[src/logic/flash_host_pkg.sv]
`default_nettype none
package flash_host_pkg;
  // Pin widths
  localparam int ADDR_W      = 21;     // Word address bits
  localparam int DATA_W      = 16;     // Data pins
  // Bus cycle timing in ns and derived cycles at 250 MHz
  localparam int CLK_PERIOD_NS = 4;
  localparam int ACCESS_NS     = 70;   // Least read access time
  localparam int WRPULSE_NS    = 35;   // Least write strobe width
  localparam int RECOVER_NS    = 20;   // Least strobe high time
  localparam int RESET_NS      = 500;  // Least reset pulse width
  localparam int ACCESS_CYC  = (ACCESS_NS + CLK_PERIOD_NS - 1) / CLK_PERIOD_NS;
  localparam int WRPULSE_CYC = (WRPULSE_NS + CLK_PERIOD_NS - 1) / CLK_PERIOD_NS;
  localparam int RECOVER_CYC = (RECOVER_NS + CLK_PERIOD_NS - 1) / CLK_PERIOD_NS;
  localparam int RESET_CYC   = (RESET_NS + CLK_PERIOD_NS - 1) / CLK_PERIOD_NS;
  localparam int CNT_W       = 8;
  // Automatic-select code locations (address bits A1, A0)
  localparam logic [1:0] SEL_MFR     = 2'h0;
  localparam logic [1:0] SEL_DEV     = 2'h1;
  localparam logic [1:0] SEL_PROTECT = 2'h2;
  localparam logic [1:0] SEL_SECURE  = 2'h3;
  // Indicator codes
  localparam logic [7:0] CODE_UNPROT    = 8'h00;
  localparam logic [7:0] CODE_PROT      = 8'h01;
  localparam logic [7:0] CODE_SEC_LOCK  = 8'h99;
  localparam logic [7:0] CODE_SEC_OPEN  = 8'h19;
  // Operation requests
  typedef enum logic [1:0] {
    OP_READ  = 2'h0,
    OP_WRITE = 2'h1,
    OP_RESET = 2'h2
  } op_t;
  // Bus sequencer states, one-hot
  typedef enum logic [4:0] {
    ST_IDLE  = 5'h01,
    ST_READ  = 5'h02,
    ST_WRITE = 5'h04,
    ST_RECOV = 5'h08,
    ST_RESET = 5'h10
  } state_t;
  // Whole sequencer state
  typedef struct packed {
    state_t              st;
    logic [CNT_W-1:0]    cnt;
    logic                wrOp;
    logic [ADDR_W:0]     addr;
    logic [DATA_W-1:0]   wdata;
    logic [DATA_W-1:0]   rdata;
    logic                done;
    logic                accel;
    logic                nCe;
    logic                nOe;
    logic                nWe;
    logic                nRst;
    logic                drive;
  } host_t;
endpackage
`default_nettype wire

[src/logic/flash_bus_host.sv]
// Notes on behaviour
// - Read: select, gate low, strobe high
// - Write: select, strobe low, gate high
// - 21 word address bits, A-1 in byte
// - Accelerate voltage only while programming
// - Sector address is upper address bits
`timescale 1ns/10ps
`default_nettype none
module flash_bus_host
  import flash_host_pkg::*;
#(
  parameter int AW = ADDR_W
) (
  // Clock and reset
  input  wire logic              clk,
  input  wire logic              rst,
  input  wire logic              clkEn,
  // User request side
  input  wire logic              reqValid,
  output logic                   reqReady,
  input  wire op_t               reqOp,
  input  wire logic [AW:0]       reqAddr,    // Bit 0 is A-1 in byte mode
  input  wire logic [DATA_W-1:0] reqWdata,
  input  wire logic              reqAccel,   // Ask for accelerate on a write
  input  wire logic              byteMode,
  output logic                   rspValid,
  output logic [DATA_W-1:0]      rspData,
  // Flash pins
  output logic [AW-1:0]          flashAddr,
  output logic                   flashCe_n,
  output logic                   flashOe_n,
  output logic                   flashWe_n,
  output logic                   flashReset_n,
  output logic                   flashByte_n,
  output logic                   accelEnable, // Raise protect_accel_pin to accel_high_voltage
  input  wire logic [DATA_W-1:0] flashDqIn,
  output logic [DATA_W-1:0]      flashDqOut,
  output logic [DATA_W-1:0]      flashDqOe
);
  host_t s;       // Registered state
  host_t next_s;  // Next state

  // Decode the upper-data driving pattern for a given width
  function automatic logic [DATA_W-1:0] dq_mask(input logic byteW, input logic drv);
    logic [DATA_W-1:0] m;
    m = '0;
    if (drv) begin
      m = byteW ? {1'b0, 7'h00, 8'hFF} : 16'hFFFF;
    end
    if (byteW) begin
      m[DATA_W-1] = 1'b1;                          // Q15 carries A-1 always
    end
    return m;
  endfunction

  // Sequencer next state
  always_comb begin
    next_s      = s;
    next_s.done = 1'b0;
    case (s.st)
      ST_IDLE: begin
        // Leave the power-up reset at the first enabled edge, else reads see a dead bus
        next_s.nRst = 1'b1;
        if (reqValid) begin
          next_s.addr  = reqAddr;
          next_s.wdata = reqWdata;
          next_s.cnt   = '0;
          if (reqOp == OP_RESET) begin
            next_s.st   = ST_RESET;
            next_s.nRst = 1'b0;
          end else if (reqOp == OP_WRITE) begin
            next_s.st    = ST_WRITE;
            next_s.wrOp  = 1'b1;
            next_s.nCe   = 1'b0;
            next_s.nWe   = 1'b0;
            next_s.nOe   = 1'b1;
            next_s.drive = 1'b1;
            next_s.accel = reqAccel;
          end else begin
            next_s.st   = ST_READ;
            next_s.wrOp = 1'b0;
            next_s.nCe  = 1'b0;
            next_s.nOe  = 1'b0;
            next_s.nWe  = 1'b1;
          end
        end
      end
      ST_READ: begin
        next_s.cnt = s.cnt + CNT_W'(1);
        if (s.cnt == CNT_W'(ACCESS_CYC - 1)) begin
          next_s.rdata = flashDqIn;
          next_s.st    = ST_RECOV;
          next_s.cnt   = '0;
          next_s.nCe   = 1'b1;
          next_s.nOe   = 1'b1;
        end
      end
      ST_WRITE: begin
        next_s.cnt = s.cnt + CNT_W'(1);
        if (s.cnt == CNT_W'(WRPULSE_CYC - 1)) begin
          next_s.st  = ST_RECOV;
          next_s.cnt = '0;
          next_s.nWe = 1'b1;                     // Data latched on rising strobe
          next_s.nCe = 1'b1;
        end
      end
      ST_RECOV: begin
        // Strobes high, data held one recovery time
        next_s.cnt = s.cnt + CNT_W'(1);
        if (s.cnt == CNT_W'(RECOVER_CYC - 1)) begin
          next_s.st    = ST_IDLE;
          next_s.drive = 1'b0;
          next_s.accel = 1'b0;
          next_s.done  = 1'b1;
        end
      end
      ST_RESET: begin
        next_s.cnt = s.cnt + CNT_W'(1);
        if (s.cnt == CNT_W'(RESET_CYC - 1)) begin
          next_s.nRst = 1'b1;
          next_s.st   = ST_RECOV;
          next_s.cnt  = '0;
        end
      end
      default: begin
        next_s.st = ST_IDLE;
      end
    endcase
  end

  // State register with clock enable
  always_ff @(posedge clk or posedge rst) begin
    if (rst) begin
      s       <= '0;
      s.st    <= ST_IDLE;
      s.nCe   <= 1'b1;
      s.nOe   <= 1'b1;
      s.nWe   <= 1'b1;
      s.nRst  <= 1'b0;  // Hold device in reset while we are
    end else if (clkEn) begin
      s <= next_s;
    end
  end

  // Outputs
  assign reqReady     = (s.st == ST_IDLE);
  assign rspValid     = s.done;
  assign rspData      = s.rdata;
  // Byte mode moves the word address up one; bit 0 leaves on the top data pin
  assign flashAddr    = byteMode ? s.addr[AW:1] : s.addr[AW-1:0];
  assign flashCe_n    = s.nCe;
  assign flashOe_n    = s.nOe;
  assign flashWe_n    = s.nWe;
  assign flashReset_n = s.nRst;
  assign flashByte_n  = ~byteMode;
  assign accelEnable  = s.accel & s.wrOp;
  // Per-bit enables; data is kept driven through recovery for hold time
  assign flashDqOe    = dq_mask(byteMode, s.drive);
  assign flashDqOut   = byteMode ? {s.addr[0], 7'h00, s.wdata[7:0]} : s.wdata;

  // Checks
  property p_noContention;
    @(posedge clk) disable iff (rst) !(s.nOe == 1'b0 && s.drive);
  endproperty
  a_noContention: assert property (p_noContention) else $error("read with data driven");

  property p_writeStrobes;
    @(posedge clk) disable iff (rst) (s.nWe == 1'b0) |-> (s.nCe == 1'b0 && s.nOe == 1'b1);
  endproperty
  a_writeStrobes: assert property (p_writeStrobes) else $error("bad write strobes");

  property p_accelOnlyWrite;
    @(posedge clk) disable iff (rst) accelEnable |-> (s.st == ST_WRITE || s.st == ST_RECOV);
  endproperty
  a_accelOnlyWrite: assert property (p_accelOnlyWrite) else $error("accel outside write");

  property p_readStrobes;
    @(posedge clk) disable iff (rst) (s.nOe == 1'b0) |-> (s.nCe == 1'b0 && s.nWe == 1'b1);
  endproperty
  a_readStrobes: assert property (p_readStrobes) else $error("bad read strobes");

  property p_resetIdle;
    @(posedge clk) disable iff (rst) (s.nRst == 1'b0) |-> (s.nWe && s.nOe);
  endproperty
  a_resetIdle: assert property (p_resetIdle) else $error("cycle during reset");

  property p_byteA1;
    @(posedge clk) disable iff (rst) byteMode |-> flashDqOe[DATA_W-1];
  endproperty
  a_byteA1: assert property (p_byteA1) else $error("A-1 not driven");

  property p_accelDrop;
    @(posedge clk) disable iff (rst || !clkEn) (s.st == ST_IDLE) |-> !accelEnable;
  endproperty
  a_accelDrop: assert property (p_accelDrop) else $error("accel held idle");

  property p_readAccess;
    @(posedge clk) disable iff (rst) (s.st == ST_IDLE && clkEn && reqValid && reqOp == OP_READ)
      |=> (s.nOe == 1'b0);
  endproperty
  a_readAccess: assert property (p_readAccess) else $error("read not started");

  c_read:  cover property (@(posedge clk) rspValid && !s.wrOp);
  c_write: cover property (@(posedge clk) s.nWe == 1'b0);
  c_accel: cover property (@(posedge clk) accelEnable);
  c_reset: cover property (@(posedge clk) disable iff (rst) s.st == ST_RESET);
endmodule
`default_nettype wire

[config.mk]
export PLATFORM = sky130hd
export DESIGN_NAME = flash_bus_host
export DESIGN_NICKNAME = d
export VERILOG_FILES = /design/src/logic/flash_host_pkg.sv /design/src/logic/flash_bus_host.sv
export SDC_FILE = /design/constraint.sdc
export NUM_CORES = 1
export LEC_CHECK = 0
export BUFFER_PORTS_ARGS = -buffer_cell sky130_fd_sc_hd__buf_2
export CORE_UTILIZATION = 51
export DETAILED_ROUTE_END_ITERATION = 8
export GPL_TIMING_DRIVEN = 0
export PLACE_DENSITY = 0.81
export SYNTH_ARGS = -nofsm -noshare
export SYNTH_HDL_FRONTEND = slang
export SYNTH_SLANG_ARGS = --single-unit
[constraint.sdc]
create_clock -name clk -period 2.66 [get_ports clk]
set_clock_uncertainty 0.2 [all_clocks]
set_input_delay 0.266 -clock clk [delete_from_list [all_inputs] [get_ports clk]]
set_output_delay 0.266 -clock clk [all_outputs]
set_load 0.02 [all_outputs]
==> impl_metrics.env <==
export IMPL_run_status="completed"
export IMPL_whs_ns=0.02041
export IMPL_cts_buffers_inserted=9
export IMPL_hold_violations=0
export IMPL_dr_pass1_iters=4
export IMPL_vdd_ir_drop_max_uv=386.0
export IMPL_synthSimpleGateAreaFrac=0.1080
export IMPL_yosys_top_cells_area="sky130_fd_sc_hd__dfrtp_1 (43%), sky130_fd_sc_hd__mux2_2 (11%), sky130_fd_sc_hd__mux2_1 (8.5%), sky130_fd_sc_hd__buf_4 (7.2%), sky130_fd_sc_hd__mux2_4 (3.7%)"
export IMPL_synth_main_ff_cell="sky130_fd_sc_hd__dfrtp_1"
export IMPL_slew_limit_fails=0
export IMPL_worst_path_max_fanout=8
export IMPL_worst_path_largest_cell_delay_ns=0.59
export IMPL_final_layout_size_suffix_gt1_frac=0.4705
export IMPL_fin_cells=661
export IMPL_initial_core_util=0.5295
export IMPL_drt_vias_per_instance=5.097
export IMPL_cts_root_buffer="sky130_fd_sc_hd__clkbuf_8"
export IMPL_total_number_of_nets_in_the_final_design=621
export IMPL_post_synth_xor_area_fraction=0.004281
export IMPL_placed_cells_incl_taps=590
export IMPL_setup_repair_after_global_routing_missed_its_margin="false"
export IMPL_first_global_vias=3428
export IMPL_setup_worst_path_start_class="flip-flop"
export IMPL_hold_path_class="in -> reg"
export IMPL_critical_path_class="reg -> reg"
export IMPL_synth_seq_cells=75
export IMPL_synth_async_sr_flop_share=1.000
export IMPL_hpwlAfterDp_um=6490
export IMPL_post_route_drc_count=0
export IMPL_htreeDepth=3
export IMPL_synthesis_instances=351
export IMPL_netlist_area_leader_share=0.4343
export IMPL_muxShareOfSynthArea=0.2346
export IMPL_design_portCount=139
export IMPL_cts_sinks=75
export IMPL_synth_enable_flop_cells=0
export IMPL_cts_repair_resized=0
export IMPL_syn_area_um2=4091
export IMPL_post_route_min_period_ns=2.522
export IMPL_slew_margin_rel=0.5823
export IMPL_avgRoutedWirePerCell_um=15.38
export IMPL_final_fill_count=496
export IMPL_syn_num_nets=418
export IMPL_clk_pin_slew_worst_paths_ns=0.08
export IMPL_drt_iter0_markers=217
export IMPL_fp_dieArea_um2=8384
export IMPL_worstPathBufferInverterCount=0
export IMPL_areaGrowthSynthToFinish_pct=38.04
export IMPL_dpl_cell_area_um2=4930
export IMPL_cp_cell_sequence="or4_4 -> o311ai_4 -> o211ai_4 -> nor2_4 -> mux2_1"
export IMPL_synth_sequential_area_ratio=0.4599
export IMPL_share_of_the_synthesized_area_in_compound_gates_ao_oa_aoi_oai=0.07676
export IMPL_number_of_unique_standard_cell_types_used_by_synthesis=55
export IMPL_antenna_cells=0
export IMPL_yosys_cell_count_top_type="sky130_fd_sc_hd__dfrtp_1"
export IMPL_combinational_family_with_the_most_area_after_synthesis="multiplexers"
export IMPL_core_area_um2=7727
export IMPL_static_leakage_power_uw=0.002862
export IMPL_worstMarginPinSlew_ns=0.6213
export IMPL_cp_required_ns=2.68
export IMPL_critical_path_top_delay_family="simple AND/OR/NAND/NOR gates"
export IMPL_netlist_top_cells_count="sky130_fd_sc_hd__dfrtp_1 (71), sky130_fd_sc_hd__mux2_2 (40), sky130_fd_sc_hd__buf_4 (39), sky130_fd_sc_hd__mux2_1 (31), sky130_fd_sc_hd__nand2_1 (18)"
export IMPL_timing_fmax_mhz=396.5
export IMPL_numPortBuffers=136
export IMPL_route_antenna_remaining_nets=0
export IMPL_critPathSlowestCell="sky130_fd_sc_hd__or4_4"
export IMPL_arrival_ns=2.54
export IMPL_grt_usage=0.2450
export IMPL_clockBufferDepth=2
export IMPL_worst_skew_pair_late_latency_ns=0.34
export IMPL_finalSetupViolations=0
export IMPL_place_congestion=0.8370
export IMPL_first_pass_grt_wire_length_um=16220
export IMPL_powerDensity_nw_per_um2=923.3
export IMPL_cts_tree="done"
export IMPL_stdcell_area_um2=5648
export IMPL_placement_rows=32
export IMPL_synth_fa_ha_area_frac=0.01529
export IMPL_synth_largest_area_cell="sky130_fd_sc_hd__dfrtp_1"
export IMPL_min_period_over_period=0.9482
export IMPL_max_cap_violations=0
export IMPL_timing_critical_path_to_type="flip-flop"
export IMPL_fp_dieH_um=91.57
export IMPL_syn_avg_cell_area_um2=11.66
export IMPL_finalSetupTns_ns=0
export IMPL_aggregate_global_routing_overflow=0
export IMPL_totalWireLength_um=10170
export IMPL_pin_count_of_the_biggest_net_entering_global_routing=51
export IMPL_antenna_found_initial=0
export IMPL_detailroute_via_count=3369
export IMPL_number_of_warnings_reported_in_the_yosys_synthesis_log=0
export IMPL_die_w_um=91.57
-- where the power goes --
part,internal (uW),switching (uW)
Sequential,1560,284
Clock,339,427
Combinational,1170,1440
Total,3070,2150
-- registers in the layout, indices dropped and copies added (netlist names) --
register and flops:
flashCe_n 1, flashOe_n 1, flashReset_n 1, flashWe_n 1, rspData 16, rspValid 1, s 54
-- cell type report --
cell class              instances  area (um^2)  area share
clock inverters                 6        40.04    0.007089
clock buffers                  10        127.6     0.02260
repair buffers                192         1259      0.2229
inverters                      13        51.30    0.009083
multi-input cells             208         1795      0.3179
flip-flops and latches         75         1882      0.3332
plain buffers                  55        365.4     0.06469
well taps                     102        127.6     0.02260
-- path summary, 6_finish.rpt --
path	cells past startpoint	to	from	slack, ns
setup reg to reg	5	s[74]	s[64]	0.14
min in group asynchronous	3	s[26]	rst	0.25
setup / recovery	5	s[74]	s[64]	0.14
max in group asynchronous	4	flashWe_n	rst	1.41
hold reg to reg	2	flashOe_n	flashOe_n	0.28
hold / removal	2	rspValid	clkEn	0.02
-- metrics by stage --
step	setup slack, ns	utilization	total power (uW)
2_1_floorplan	0.2906	-	3620
3_3_place_gp	-0.5766	0.6341	4244
3_5_place_dp	0.1739	0.6380	4339
4_1_cts	0.1615	0.7309	5178
5_1_grt	0.07463	0.7309	5482
6_report	0.1379	0.7309	5215
-- cell usage in the layout, fill, tap and decap left out, types with 3 or more instances in the layout --
master                          instances
sky130_fd_sc_hd__ha_1                   5
sky130_fd_sc_hd__mux2_4                10
sky130_fd_sc_hd__o21ai_0               13
sky130_fd_sc_hd__and3_1                 8
sky130_fd_sc_hd__dlygate4sd3_1         55
sky130_fd_sc_hd__nor3_1                 6
sky130_fd_sc_hd__clkbuf_8               9
sky130_fd_sc_hd__o31ai_1                3
sky130_fd_sc_hd__o211ai_1               6
sky130_fd_sc_hd__nand3_1                7
sky130_fd_sc_hd__inv_1                 12
sky130_fd_sc_hd__nor2_1                 8
sky130_fd_sc_hd__dfstp_2                4
sky130_fd_sc_hd__mux2_1                31
sky130_fd_sc_hd__buf_2                140
sky130_fd_sc_hd__dfrtp_1               71
sky130_fd_sc_hd__nand2b_1               3
sky130_fd_sc_hd__clkbuf_1              10
sky130_fd_sc_hd__mux2_2                40
sky130_fd_sc_hd__nand2_1               18
sky130_fd_sc_hd__buf_4                 39
sky130_fd_sc_hd__nor2b_1               11
sky130_fd_sc_hd__clkinv_2               3
-- logic make-up (layout without fill, tap and decap cells) --
kind of cell,count (synthesis),count (layout)
fa+ha+maj,5,5
simple gates,77,77
mux,82,82
buf+inv,68,276
xor+xnor,2,2
flops,75,75
compound gates,42,42
-- per-layer routing --
layer,up-vias,global-route usage,part of all wire
met2,127,0.4367,0.50
li1,1599,-,-
met3,18,0.05528,0.062
met4,0,0.07143,0.016
met5,-,0,0
met1,1625,0.2941,0.42
-- worst reg2reg max path, stage by stage, from the launching register on --
cell and delay [ns]:
sky130_fd_sc_hd__dfrtp_1 0.46, sky130_fd_sc_hd__or4_4 0.59, sky130_fd_sc_hd__o311ai_4 0.36, sky130_fd_sc_hd__o211ai_4 0.20
sky130_fd_sc_hd__nor2_4 0.25, sky130_fd_sc_hd__mux2_1 0.35
-- what timing repair did --
item | in CTS | in global routing
hold endpoints to repair | 79 | 0
hold buffers | 55 | 0
setup buffers | 0 | 0
endpoints found under the setup margin | 0 | 0
No activity file was read; power rests on OpenSTA's default activity.
